[src/verilog/mbwa_defs.svh]
`ifndef MBWA_DEFS_SVH
`define MBWA_DEFS_SVH
// Region wait-state counts
`define MBWA_WAIT_ZERO     5'h00
`define MBWA_WAIT_BOOT     5'h01
`define MBWA_WAIT_PWD      5'h10
`define MBWA_WAIT_OTP_MIN  5'h01
`define MBWA_WAIT_PF_RD    5'h02
`define MBWA_WAIT_PF1_WWB  5'h01
// Address map decode bounds (word addresses)
`define MBWA_LOW_RAM_END   32'h0000_07FF
`define MBWA_PF0_LO        32'h0000_0800
`define MBWA_PF0_HI        32'h0000_0FFF
`define MBWA_PF1_LO        32'h0000_6000
`define MBWA_PF1_HI        32'h0000_6FFF
`define MBWA_PF2_LO        32'h0000_7000
`define MBWA_PF2_HI        32'h0000_7FFF
`define MBWA_SRAM_LO       32'h0000_8000
`define MBWA_SRAM_HI       32'h0000_BFFF
`define MBWA_OTP_LO        32'h003D_7800
`define MBWA_OTP_HI        32'h003D_7BFF
`define MBWA_FLASH_LO      32'h003D_8000
`define MBWA_FLASH_HI      32'h003F_7FFF
`define MBWA_PWD_LO        32'h003F_7FF8
`define MBWA_BOOT_LO       32'h003F_F000
`endif

[src/verilog/mbwa_pkg.sv]
package mbwa_pkg;
  typedef enum logic [3:0] {
    MBWA_REG_RAM   = 4'h0,
    MBWA_REG_PF0   = 4'h1,
    MBWA_REG_PF1   = 4'h2,
    MBWA_REG_PF2   = 4'h3,
    MBWA_REG_OTP   = 4'h4,
    MBWA_REG_FLASH = 4'h5,
    MBWA_REG_PWD   = 4'h6,
    MBWA_REG_BOOT  = 4'h7,
    MBWA_REG_NONE  = 4'h8
  } mbwa_region_t;
  typedef enum logic [1:0] {
    MBWA_IDLE = 2'b00,
    MBWA_WAIT = 2'b01,
    MBWA_EXT  = 2'b10
  } mbwa_state_t;
  // Requesters in grant priority order, highest first
  typedef enum logic [2:0] {
    MBWA_SRC_DWR  = 3'h0,
    MBWA_SRC_PWR  = 3'h1,
    MBWA_SRC_DRD  = 3'h2,
    MBWA_SRC_PRD  = 3'h3,
    MBWA_SRC_FET  = 3'h4,
    MBWA_SRC_NONE = 3'h7
  } mbwa_src_t;
endpackage : mbwa_pkg

[src/verilog/mbwa_arbiter.sv]
// What this block does
// RL1 - Fixed zero-wait RAM, PF0; boot ROM one wait
// RL2 - Flash waits from flash configuration input
// RL3 - Password locations always take sixteen waits
// RL4 - OTP waits programmable, minimum one
// RL5 - PF1/PF2 writes zero wait, reads two
// RL6 - Hold PF1 access while peripheral stretches it
// RL7 - Back-to-back PF1 writes add one cycle
// RL8 - Program read bus: 22-bit address, 32-bit data
// RL9 - Data buses: 32-bit address and data
// RL10 - Fetch, read, write are serialised, one grant at a time
// RL11 - Grant order: dwr, pwr, drd, prd, fetch
// RL12 - Never dwr with pwr, prd with fetch
// RL13 - Bridge merges onto 16-bit address bus
// RL14 - Frame two accepts only 16-bit accesses
// RL15 - Frame one accepts 16 and 32-bit accesses
// RL16 - Protected frames keep write-then-read order
// RL17 - Stall region wait count plus one cycle, plus extension
`include "mbwa_defs.svh"
module mbwa_arbiter
  import mbwa_pkg::*;
(
  input  wire logic        clk,
  input  wire logic        rst,
  input  wire logic [4:0]  flash_wait,
  input  wire logic [4:0]  otp_wait,
  input  wire logic        protect_en,
  input  wire logic        fet_req,
  input  wire logic [21:0] fet_addr,
  input  wire logic        prd_req,
  input  wire logic [21:0] prd_addr,
  input  wire logic        pwr_req,
  input  wire logic [21:0] pwr_addr,
  input  wire logic [31:0] pwr_data,
  input  wire logic        drd_req,
  input  wire logic [31:0] drd_addr,
  input  wire logic        drd_wide,
  input  wire logic        dwr_req,
  input  wire logic [31:0] dwr_addr,
  input  wire logic [31:0] dwr_data,
  input  wire logic        dwr_wide,
  input  wire logic [31:0] mem_rdata,
  input  wire logic        periph_hold,
  output logic             grant_valid,
  output logic [2:0]       grant_src,
  output logic             stall,
  output logic             done,
  output logic             access_error,
  output logic [31:0]      mem_addr,
  output logic [31:0]      mem_wdata,
  output logic             mem_we,
  output logic             mem_wide,
  output logic [3:0]       mem_region,
  output logic [31:0]      rdata,
  output logic             pbus_sel,
  output logic [15:0]      pbus_addr
);
  mbwa_state_t  state, next_state;
  mbwa_src_t    src, next_src;
  mbwa_region_t region, next_region;
  logic [4:0]   cnt, next_cnt;
  logic [31:0]  addr, next_addr;
  logic [31:0]  wdata, next_wdata;
  logic         we, next_we;
  logic         wide, next_wide;
  logic         last_pf1_wr, next_last_pf1_wr;
  logic         last_prot_wr, next_last_prot_wr;
  logic         done_r, next_done;
  logic [31:0]  rdata_r, next_rdata;
  logic         err, next_err;
  mbwa_src_t    pick;
  logic [31:0]  pick_addr, pick_wdata;
  logic         pick_we, pick_wide;
  mbwa_region_t pick_region;
  logic [4:0]   pick_wait;

  // Fixed priority pick; one grant at a time so pairs never collide
  always_comb begin
    pick       = MBWA_SRC_NONE;
    pick_addr  = 32'h0000_0000;
    pick_wdata = 32'h0000_0000;
    pick_we    = 1'b0;
    pick_wide  = 1'b1;
    if (dwr_req) begin // RL11 RL12
      pick = MBWA_SRC_DWR; pick_addr = dwr_addr; pick_wdata = dwr_data; // RL9
      pick_we = 1'b1; pick_wide = dwr_wide;
    end else if (pwr_req) begin
      pick = MBWA_SRC_PWR; pick_addr = {10'h000, pwr_addr}; pick_wdata = pwr_data;
      pick_we = 1'b1;
    end else if (drd_req) begin
      pick = MBWA_SRC_DRD; pick_addr = drd_addr; pick_wide = drd_wide; // RL9
    end else if (prd_req) begin
      pick = MBWA_SRC_PRD; pick_addr = {10'h000, prd_addr}; // RL8
    end else if (fet_req) begin
      pick = MBWA_SRC_FET; pick_addr = {10'h000, fet_addr}; // RL8
    end
  end

  // Region decode and per-region wait count
  always_comb begin
    pick_region = MBWA_REG_NONE;
    pick_wait   = `MBWA_WAIT_ZERO;
    if (pick_addr <= `MBWA_LOW_RAM_END) begin
      pick_region = MBWA_REG_RAM; // RL1
    end else if (pick_addr >= `MBWA_PF0_LO && pick_addr <= `MBWA_PF0_HI) begin
      pick_region = MBWA_REG_PF0; // RL1
    end else if (pick_addr >= `MBWA_PF1_LO && pick_addr <= `MBWA_PF1_HI) begin
      pick_region = MBWA_REG_PF1;
      pick_wait   = pick_we ? `MBWA_WAIT_ZERO : `MBWA_WAIT_PF_RD; // RL5
      if (pick_we && last_pf1_wr) pick_wait = `MBWA_WAIT_PF1_WWB; // RL7
    end else if (pick_addr >= `MBWA_PF2_LO && pick_addr <= `MBWA_PF2_HI) begin
      pick_region = MBWA_REG_PF2;
      pick_wait   = pick_we ? `MBWA_WAIT_ZERO : `MBWA_WAIT_PF_RD; // RL5
    end else if (pick_addr >= `MBWA_SRAM_LO && pick_addr <= `MBWA_SRAM_HI) begin
      pick_region = MBWA_REG_RAM; // RL1
    end else if (pick_addr >= `MBWA_OTP_LO && pick_addr <= `MBWA_OTP_HI) begin
      pick_region = MBWA_REG_OTP;
      pick_wait   = (otp_wait < `MBWA_WAIT_OTP_MIN) ? `MBWA_WAIT_OTP_MIN : otp_wait; // RL4
    end else if (pick_addr >= `MBWA_PWD_LO && pick_addr <= `MBWA_FLASH_HI) begin
      pick_region = MBWA_REG_PWD;
      pick_wait   = `MBWA_WAIT_PWD; // RL3
    end else if (pick_addr >= `MBWA_FLASH_LO && pick_addr <= `MBWA_FLASH_HI) begin
      pick_region = MBWA_REG_FLASH;
      pick_wait   = flash_wait; // RL2
    end else if (pick_addr >= `MBWA_BOOT_LO) begin
      pick_region = MBWA_REG_BOOT;
      pick_wait   = `MBWA_WAIT_BOOT; // RL1
    end
    // Read after write in a protected frame waits one alignment cycle
    // Frame reads already wait two, so the alignment cycle stacks on top of them
    if (protect_en && last_prot_wr && !pick_we &&
        (pick_region == MBWA_REG_PF1 || pick_region == MBWA_REG_PF2)) begin
      pick_wait = pick_wait + 5'h01; // RL16
    end
  end

  // Access sequencer: count waits, then honour peripheral stretch
  always_comb begin
    next_state        = state;
    next_src          = src;
    next_region       = region;
    next_cnt          = cnt;
    next_addr         = addr;
    next_wdata        = wdata;
    next_we           = we;
    next_wide         = wide;
    next_last_pf1_wr  = last_pf1_wr;
    next_last_prot_wr = last_prot_wr;
    next_done         = 1'b0;
    next_rdata        = rdata_r;
    next_err          = 1'b0;
    case (state)
      MBWA_IDLE: begin
        if (pick != MBWA_SRC_NONE) begin
          next_src    = pick;
          next_region = pick_region;
          next_addr   = pick_addr;
          next_wdata  = pick_wdata;
          next_we     = pick_we;
          next_wide   = pick_wide;
          next_cnt    = pick_wait; // RL17
          next_state  = MBWA_WAIT;
        end else begin
          next_last_pf1_wr  = 1'b0;
          next_last_prot_wr = 1'b0;
        end
      end
      MBWA_WAIT: begin
        if (cnt != 5'h00) begin
          next_cnt = cnt - 5'h01; // RL17
        end else if (region == MBWA_REG_PF1 && periph_hold) begin
          next_state = MBWA_EXT; // RL6
        end else begin
          next_state        = MBWA_IDLE;
          next_done         = 1'b1;
          next_rdata        = mem_rdata;
          // Frame two refuses 32-bit accesses; frame one takes both
          next_err          = (region == MBWA_REG_PF2) && wide; // RL14 RL15
          next_last_pf1_wr  = we && region == MBWA_REG_PF1; // RL7
          next_last_prot_wr = we && (region == MBWA_REG_PF1 || region == MBWA_REG_PF2);
        end
      end
      MBWA_EXT: begin
        if (!periph_hold) begin // RL6
          next_state        = MBWA_IDLE;
          next_done         = 1'b1;
          next_rdata        = mem_rdata;
          next_last_pf1_wr  = we;
          next_last_prot_wr = we;
        end
      end
      default: next_state = MBWA_IDLE;
    endcase
  end

  always_ff @(posedge clk) begin
    if (rst) begin
      state        <= MBWA_IDLE;
      src          <= MBWA_SRC_NONE;
      region       <= MBWA_REG_NONE;
      cnt          <= 5'h00;
      addr         <= 32'h0000_0000;
      wdata        <= 32'h0000_0000;
      we           <= 1'b0;
      wide         <= 1'b0;
      last_pf1_wr  <= 1'b0;
      last_prot_wr <= 1'b0;
      done_r       <= 1'b0;
      rdata_r      <= 32'h0000_0000;
      err          <= 1'b0;
    end else begin
      state        <= next_state;
      src          <= next_src;
      region       <= next_region;
      cnt          <= next_cnt;
      addr         <= next_addr;
      wdata        <= next_wdata;
      we           <= next_we;
      wide         <= next_wide;
      last_pf1_wr  <= next_last_pf1_wr;
      last_prot_wr <= next_last_prot_wr;
      done_r       <= next_done;
      rdata_r      <= next_rdata;
      err          <= next_err;
    end
  end

  // Outputs; peripheral frames reach the bridge with a 16-bit address
  assign grant_valid  = state != MBWA_IDLE;
  assign grant_src    = src;
  assign stall        = state != MBWA_IDLE; // RL10
  assign done         = done_r;
  assign access_error = err;
  assign mem_addr     = addr;
  assign mem_wdata    = wdata;
  assign mem_we       = we && state != MBWA_IDLE;
  assign mem_wide     = wide;
  assign mem_region   = region;
  assign rdata        = rdata_r;
  assign pbus_sel     = state != MBWA_IDLE && (region == MBWA_REG_PF0 ||
                        region == MBWA_REG_PF1 || region == MBWA_REG_PF2); // RL13
  assign pbus_addr    = addr[15:0]; // RL13
endmodule : mbwa_arbiter

[config.mk]
export PLATFORM = sky130hd
export DESIGN_NAME = mbwa_arbiter
export DESIGN_NICKNAME = d
export VERILOG_FILES = /design/src/verilog/mbwa_pkg.sv /design/src/verilog/mbwa_arbiter.sv
export VERILOG_INCLUDE_DIRS = /design/src /design/src/verilog
export SDC_FILE = /design/constraint.sdc
export NUM_CORES = 1
export LEC_CHECK = 0
export ABC_AREA = 1
export BUFFER_PORTS_ARGS = -buffer_cell sky130_fd_sc_hd__buf_2
export CAP_MARGIN = 20
export CORE_ASPECT_RATIO = 0.7
export CORE_MARGIN = 2
export CORE_UTILIZATION = 30
export CTS_CLUSTER_DIAMETER = 60
export DETAILED_ROUTE_END_ITERATION = 12
export PLACE_DENSITY = 0.64
export SKIP_CTS_REPAIR_TIMING = 1
export SYNTH_ARGS = -nofsm -noshare
export SYNTH_HDL_FRONTEND = slang
export SYNTH_SLANG_ARGS = --single-unit
[constraint.sdc]
create_clock -name clk -period 5 [get_ports clk]
set_input_delay 0.25 -clock clk [delete_from_list [all_inputs] [get_ports clk]]
set_output_delay 0.25 -clock clk [all_outputs]
set_load 0.03 [all_outputs]
## Yosys cells after proc, flatten, opt, wreduce, memory -nomap -nowiden

Index checks and enable logic that the tools add are counted.
W data, S select, Z words.

- Eq/ne operators: 14
- Magnitude comparators: 16
- Add/subtract/negate cells: 2
- Reduce and logical (&&, ||, !) cells: 34
- Muxes and demuxes: 63
- Bitwise logic cells: 1

Operator list:

| cell | count |
|---|---|
| $mux W32 | 8 |
| $ge A32 B22 Y1 const B | 4 |
| $ge A32 B15 Y1 const B | 2 |
| $le A32 B15 Y1 const B | 2 |
| $le A32 B22 Y1 const B | 2 |
| $pmux W32 S2 | 1 |
| $mux W5 | 12 |
| $mux W22 | 2 |
| $mux W4 | 9 |
| $ge A32 B12 Y1 const B | 1 |
| $ge A32 B16 Y1 const B | 1 |
| $le A32 B11 Y1 const B | 1 |
| $le A32 B12 Y1 const B | 1 |
| $le A32 B16 Y1 const B | 1 |
| $logic_and A1 B1 Y1 | 17 |
| $eq A4 B2 Y1 const B | 4 |
| $mux W1 | 15 |
| $mux W2 | 7 |
| $mux W3 | 4 |
| $ne A2 B2 Y1 const B | 6 |
| $pmux W5 S2 | 1 |
| $pmux W1 S3 | 2 |
| $pmux W2 S3 | 1 |
| $reduce_and A3 Y1 | 2 |
| other kinds (19) | 24 |

- Word-level logic and storage cells: 143
- Output and inout bits: 126
- Input bits: 247
- Bits in registers: 116

## Logic depth before layout (Yosys ltp)

- Depth after elaboration: 21
- Depth in mapped cells: 23
- Mapped depth without buffers: 21

## Worst setup path before layout

Ideal clock, no wire load.

- Path kind: input-to-reg
- From: input drd_req
- To: register cnt[1]
- Path slack: 2.629 ns
- Cell stages on the path: 21
- Arrival time: 2.242 ns
- Path buffers: 2
- Required time: 4.871 ns
- Library setup time: 0.129 ns
- Cells stage by stage: buf_6 -> buf_6 -> nand2_1 -> inv_1 -> nor2_1 -> nand2_1 -> a21oi_2 -> nand2_1 -> nor2_1 -> nand3_2 -> nor2_2 -> nand3_2 -> nor2_1 -> a21oi_1 -> nand3_1 -> ha_1 -> nand3b_1 -> nand2_1 -> nand2_1 -> nand2_1 -> a21oi_1

- Longest elaborated chain between the ends: 19
- Elaborated cells on any way between the ends: 57
- Classes of those cells: add/sub: 1; order compare: 15; eq/ne: 4; mux: 27; reduce/logical: 10

Ends and longest elaborated chain:

| element | line | text |
|---|---|---|
| start, declared | mbwa_arbiter.sv:35 | `input wire logic drd_req,` |
| parallel branches: the longest is 19 deep, another holds $ge A32 B22 Y1 | -- |  |
| end signal, assigned | mbwa_arbiter.sv:215 | `cnt <= next_cnt;` |
| end, declared | mbwa_arbiter.sv:61 | `logic [4:0] cnt, next_cnt;` |

Several ways; the timed one is not identified. The select of a mux whose other input is x is not followed.
A chain may end at the register's enable or synchronous reset.

## Final worst setup path

Same ends and word-level chain as after synthesis.

==> reports/summary.txt <==
die width: 179.6 µm
Setup TNS: 0 ns
Max Transition Viols Final: 0
Worst Path Required: 5.30 ns
row cnt: 44
Synth-to-Final Area Change: 37.47%
crit-path max FO: 39
CP dominant cell by count: nand2_1
cell count after synthesis: 994
layout cells sized above 1: 0.3369
DR DRC count: 0
status: complete, no violations
first-pass GRT wire length: 39680 µm
clock root cell: clkbuf_16
# setup viols final: 0
multiplexer share of the synthesized area: 0
Hold Fails Final Rpt: 0
Synth Cell Area: 6475 µm²
Synth Net Count: 1248
non-filler cells in the finished layout: 1604
Max Cap Violations: 0
DRT iter0 DRCs: 396
FILL cells: 2271
Compound-Gate Fraction of Synth Area: 0.1900
I/O Pins: 373
relative slew slack: 0.3417
Critical Path Max Stage Delay: 0.70 ns
drt via density: 4.856
drt total wl: 25180 µm
Longest Clk Path Bufs: 2
ys flop type: dfxtp_1
gr ovfl total: 0
RSZ-0062 raised after global routing: no
largest net degree at the start of global routing: 68
largest family of logic cells by synthesized area: simple AND/OR/NAND/NOR gates
First-pass DRT Iterations: 5
TritonCTS clock tree: yes
area of the core: 20980 µm²
die height: 126.9 µm
synthesized area per cell: 6.514 µm²
Period minus WS final: 3.547 ns
Crit-path slowest cell: nor2_1
Yosys warnings: 0
worst hold path type: input port to flop
clock buffer count from CTS: 17
Final Cycle Share: 0.7093
crit path DAT: 3.84 ns
asr flop ratio synth: 0
Power Dens Cells: 582.6 nW/µm²
Post-synth EDFFs: 0
Initial Util: 0.3087
number of port buffers: 372
Yosys cell types: 41
XOR/XNOR Fraction of Synth Area: 0.001353
H-tree depth: 4
Worst Skew: 0.01173 ns
GP Congestion: 0.8940
vias: 7789
Peak VDD IR: 0.2471 mV
Clock Sinks: 116
crit path kind: input port to flop
sequential fraction of the synthesis area: 0.3586
number of global-route vias before repair: 7496
CTS clk-pin slew, worst paths: 0.06 ns
CP startpoint kind: input port
worst slew pin tran: 0.9864 ns
die area: 22790 µm²
initial antenna violation count: 2
Clock Latency Late Sink: 0.42 ns
nets: 1568
LEAKAGE: 0.004588 µW
flops & latches, synth: 116
WL/cell: 15.70 µm
gr usage total: 0.2167
ANT nets after route: 0
Synth Area in Simple Gates: 0.3229
fmax: 0.2820 GHz
Cells after DPL: 1571
crit-path cells: buf_2 > nor2_1 > nand2_1 > nor2_1 > nor2_1 > nor2_1 > nand2_1 > nand2_1 > nand4_1 > nand3_2 > nor2_1 > a21oi_1 > nand3_1 > ha_1 > nand3b_1 > nand2_1 > nand2_1 > nand2_1 > a21oi_1
Synth Area in Adders: 0.01353
CP endpoint kind: flop
HPWL after DPL: 19060 µm
flip-flops by register name (all words and copies together), names as in the netlist:
| signal | cells |
|---|---|
| last_pf1_wr | 1 |
| last_prot_wr | 1 |
| rdata | 32 |
| cnt | 5 |
| mem_addr | 32 |
| done | 1 |
| grant_src | 3 |
| mem_region | 4 |
| we | 1 |
| mem_wide | 1 |
| mem_wdata | 32 |
| state | 2 |
| access_error | 1 |
layout make-up:
cell class	count	area (µm²)	area share
multi-input cells	720	3422	0.3845
flip-flops and latches	116	2322	0.2609
repair buffers	379	1914	0.2151
clock buffers	18	439.2	0.04934
well taps	276	345.3	0.03880
inverters	80	301.5	0.03388
clock inverters	14	153.9	0.01729
diodes	1	2.502	0.0002811
stage by stage:
step | instance area (µm²) | hold WS (ns) | total power (µW) | setup slack, ns | util
after floorplan | 6475 | 0.3849 | 3255 | 2.629 | -
after global placement | 8305 | 0.4415 | 3951 | 1.186 | 0.3960
after detailed placement | 8305 | 0.4525 | 3979 | 1.131 | 0.3960
after CTS | 8899 | 0.03628 | 5235 | 1.555 | 0.4242
after global routing | 8901 | 0.06332 | 5549 | 1.028 | 0.4244
final | 8901 | 0.05771 | 5185 | 1.453 | 0.4244
report_power, final:
group          internal (µW)  switching [µW]  total [µW]
registers               1260             185        1450
clock network            753             478        1230
logic                    694            1810        2510
total                   2710            2470        5190
cells in the mapped netlist (all sizes together) (4+ instances only):
cell type / n / area share
nor2: 195 / 0.12
nand2: 183 / 0.11
o21ai: 122 / 0.095
dfxtp: 116 / 0.36
nand3: 89 / 0.070
inv: 78 / 0.045
clkbuf: 41 / 0.024
buf: 37 / 0.043
a21oi: 34 / 0.030
a31oi: 34 / 0.033
o22ai: 17 / 0.016
nand4: 8 / 0.0087
nor3: 8 / 0.0070
ha: 7 / 0.014
o211ai: 4 / 0.0046
critical path: cells and delay by family:
family                     cells  cell delay [ns]
and+or+nand+nor               15             2.68
AOI/OAI and AO/OA              2             0.25
adders and majority gates      1             0.29
buffers and inverters          1             0.35
final timing paths:
check | slack, ns | cells past startpoint | from | end
hold reg to reg | 0.46 | 2 | grant_src[1]$_SDFFE_PP1P_ | grant_src[1]$_SDFFE_PP1P_
hold / removal | 0.06 | 3 | mem_rdata[2] | rdata[2]$_SDFFE_PP0P_
setup / recovery | 1.45 | 19 | drd_req | cnt[1]$_SDFFE_PP0P_
setup reg to reg | 2.03 | 8 | state[0]$_SDFFE_PP0P_ | last_pf1_wr$_SDFFE_PP0P_
cell families (layout without fill, tap and decap cells):
kind of cell	Yosys count	after routing
AO/OA/AOI/OAI	220	220
other	0	1
XOR/XNOR	1	1
adder cells (fa/ha/maj)	7	7
buffers and inverters	158	491
flip-flops	116	116
AND/OR/NAND/NOR	492	492
placed cells by master, fill, tap and decap left out, types with 7 or more instances in the layout:
master	count
buf_2	372
nor2_1	186
nand2_1	179
dfxtp_1	116
o21ai_0	112
nand3_1	87
inv_1	69
a31oi_1	34
a21oi_1	30
o22ai_1	17
clkbuf_16	17
inv_2	9
o21ai_1	9
nand4_1	7
ha_1	7
buf_4	7
metal layers:
layer,vias to the layer above,part of all wire,track usage
met5,-,0.00052,0
met4,2,0.027,0.08034
met3,45,0.073,0.05742
met2,300,0.44,0.3356
met1,3527,0.46,0.2898
li1,3915,-,-
No activity file was read; power rests on OpenSTA's default activity.
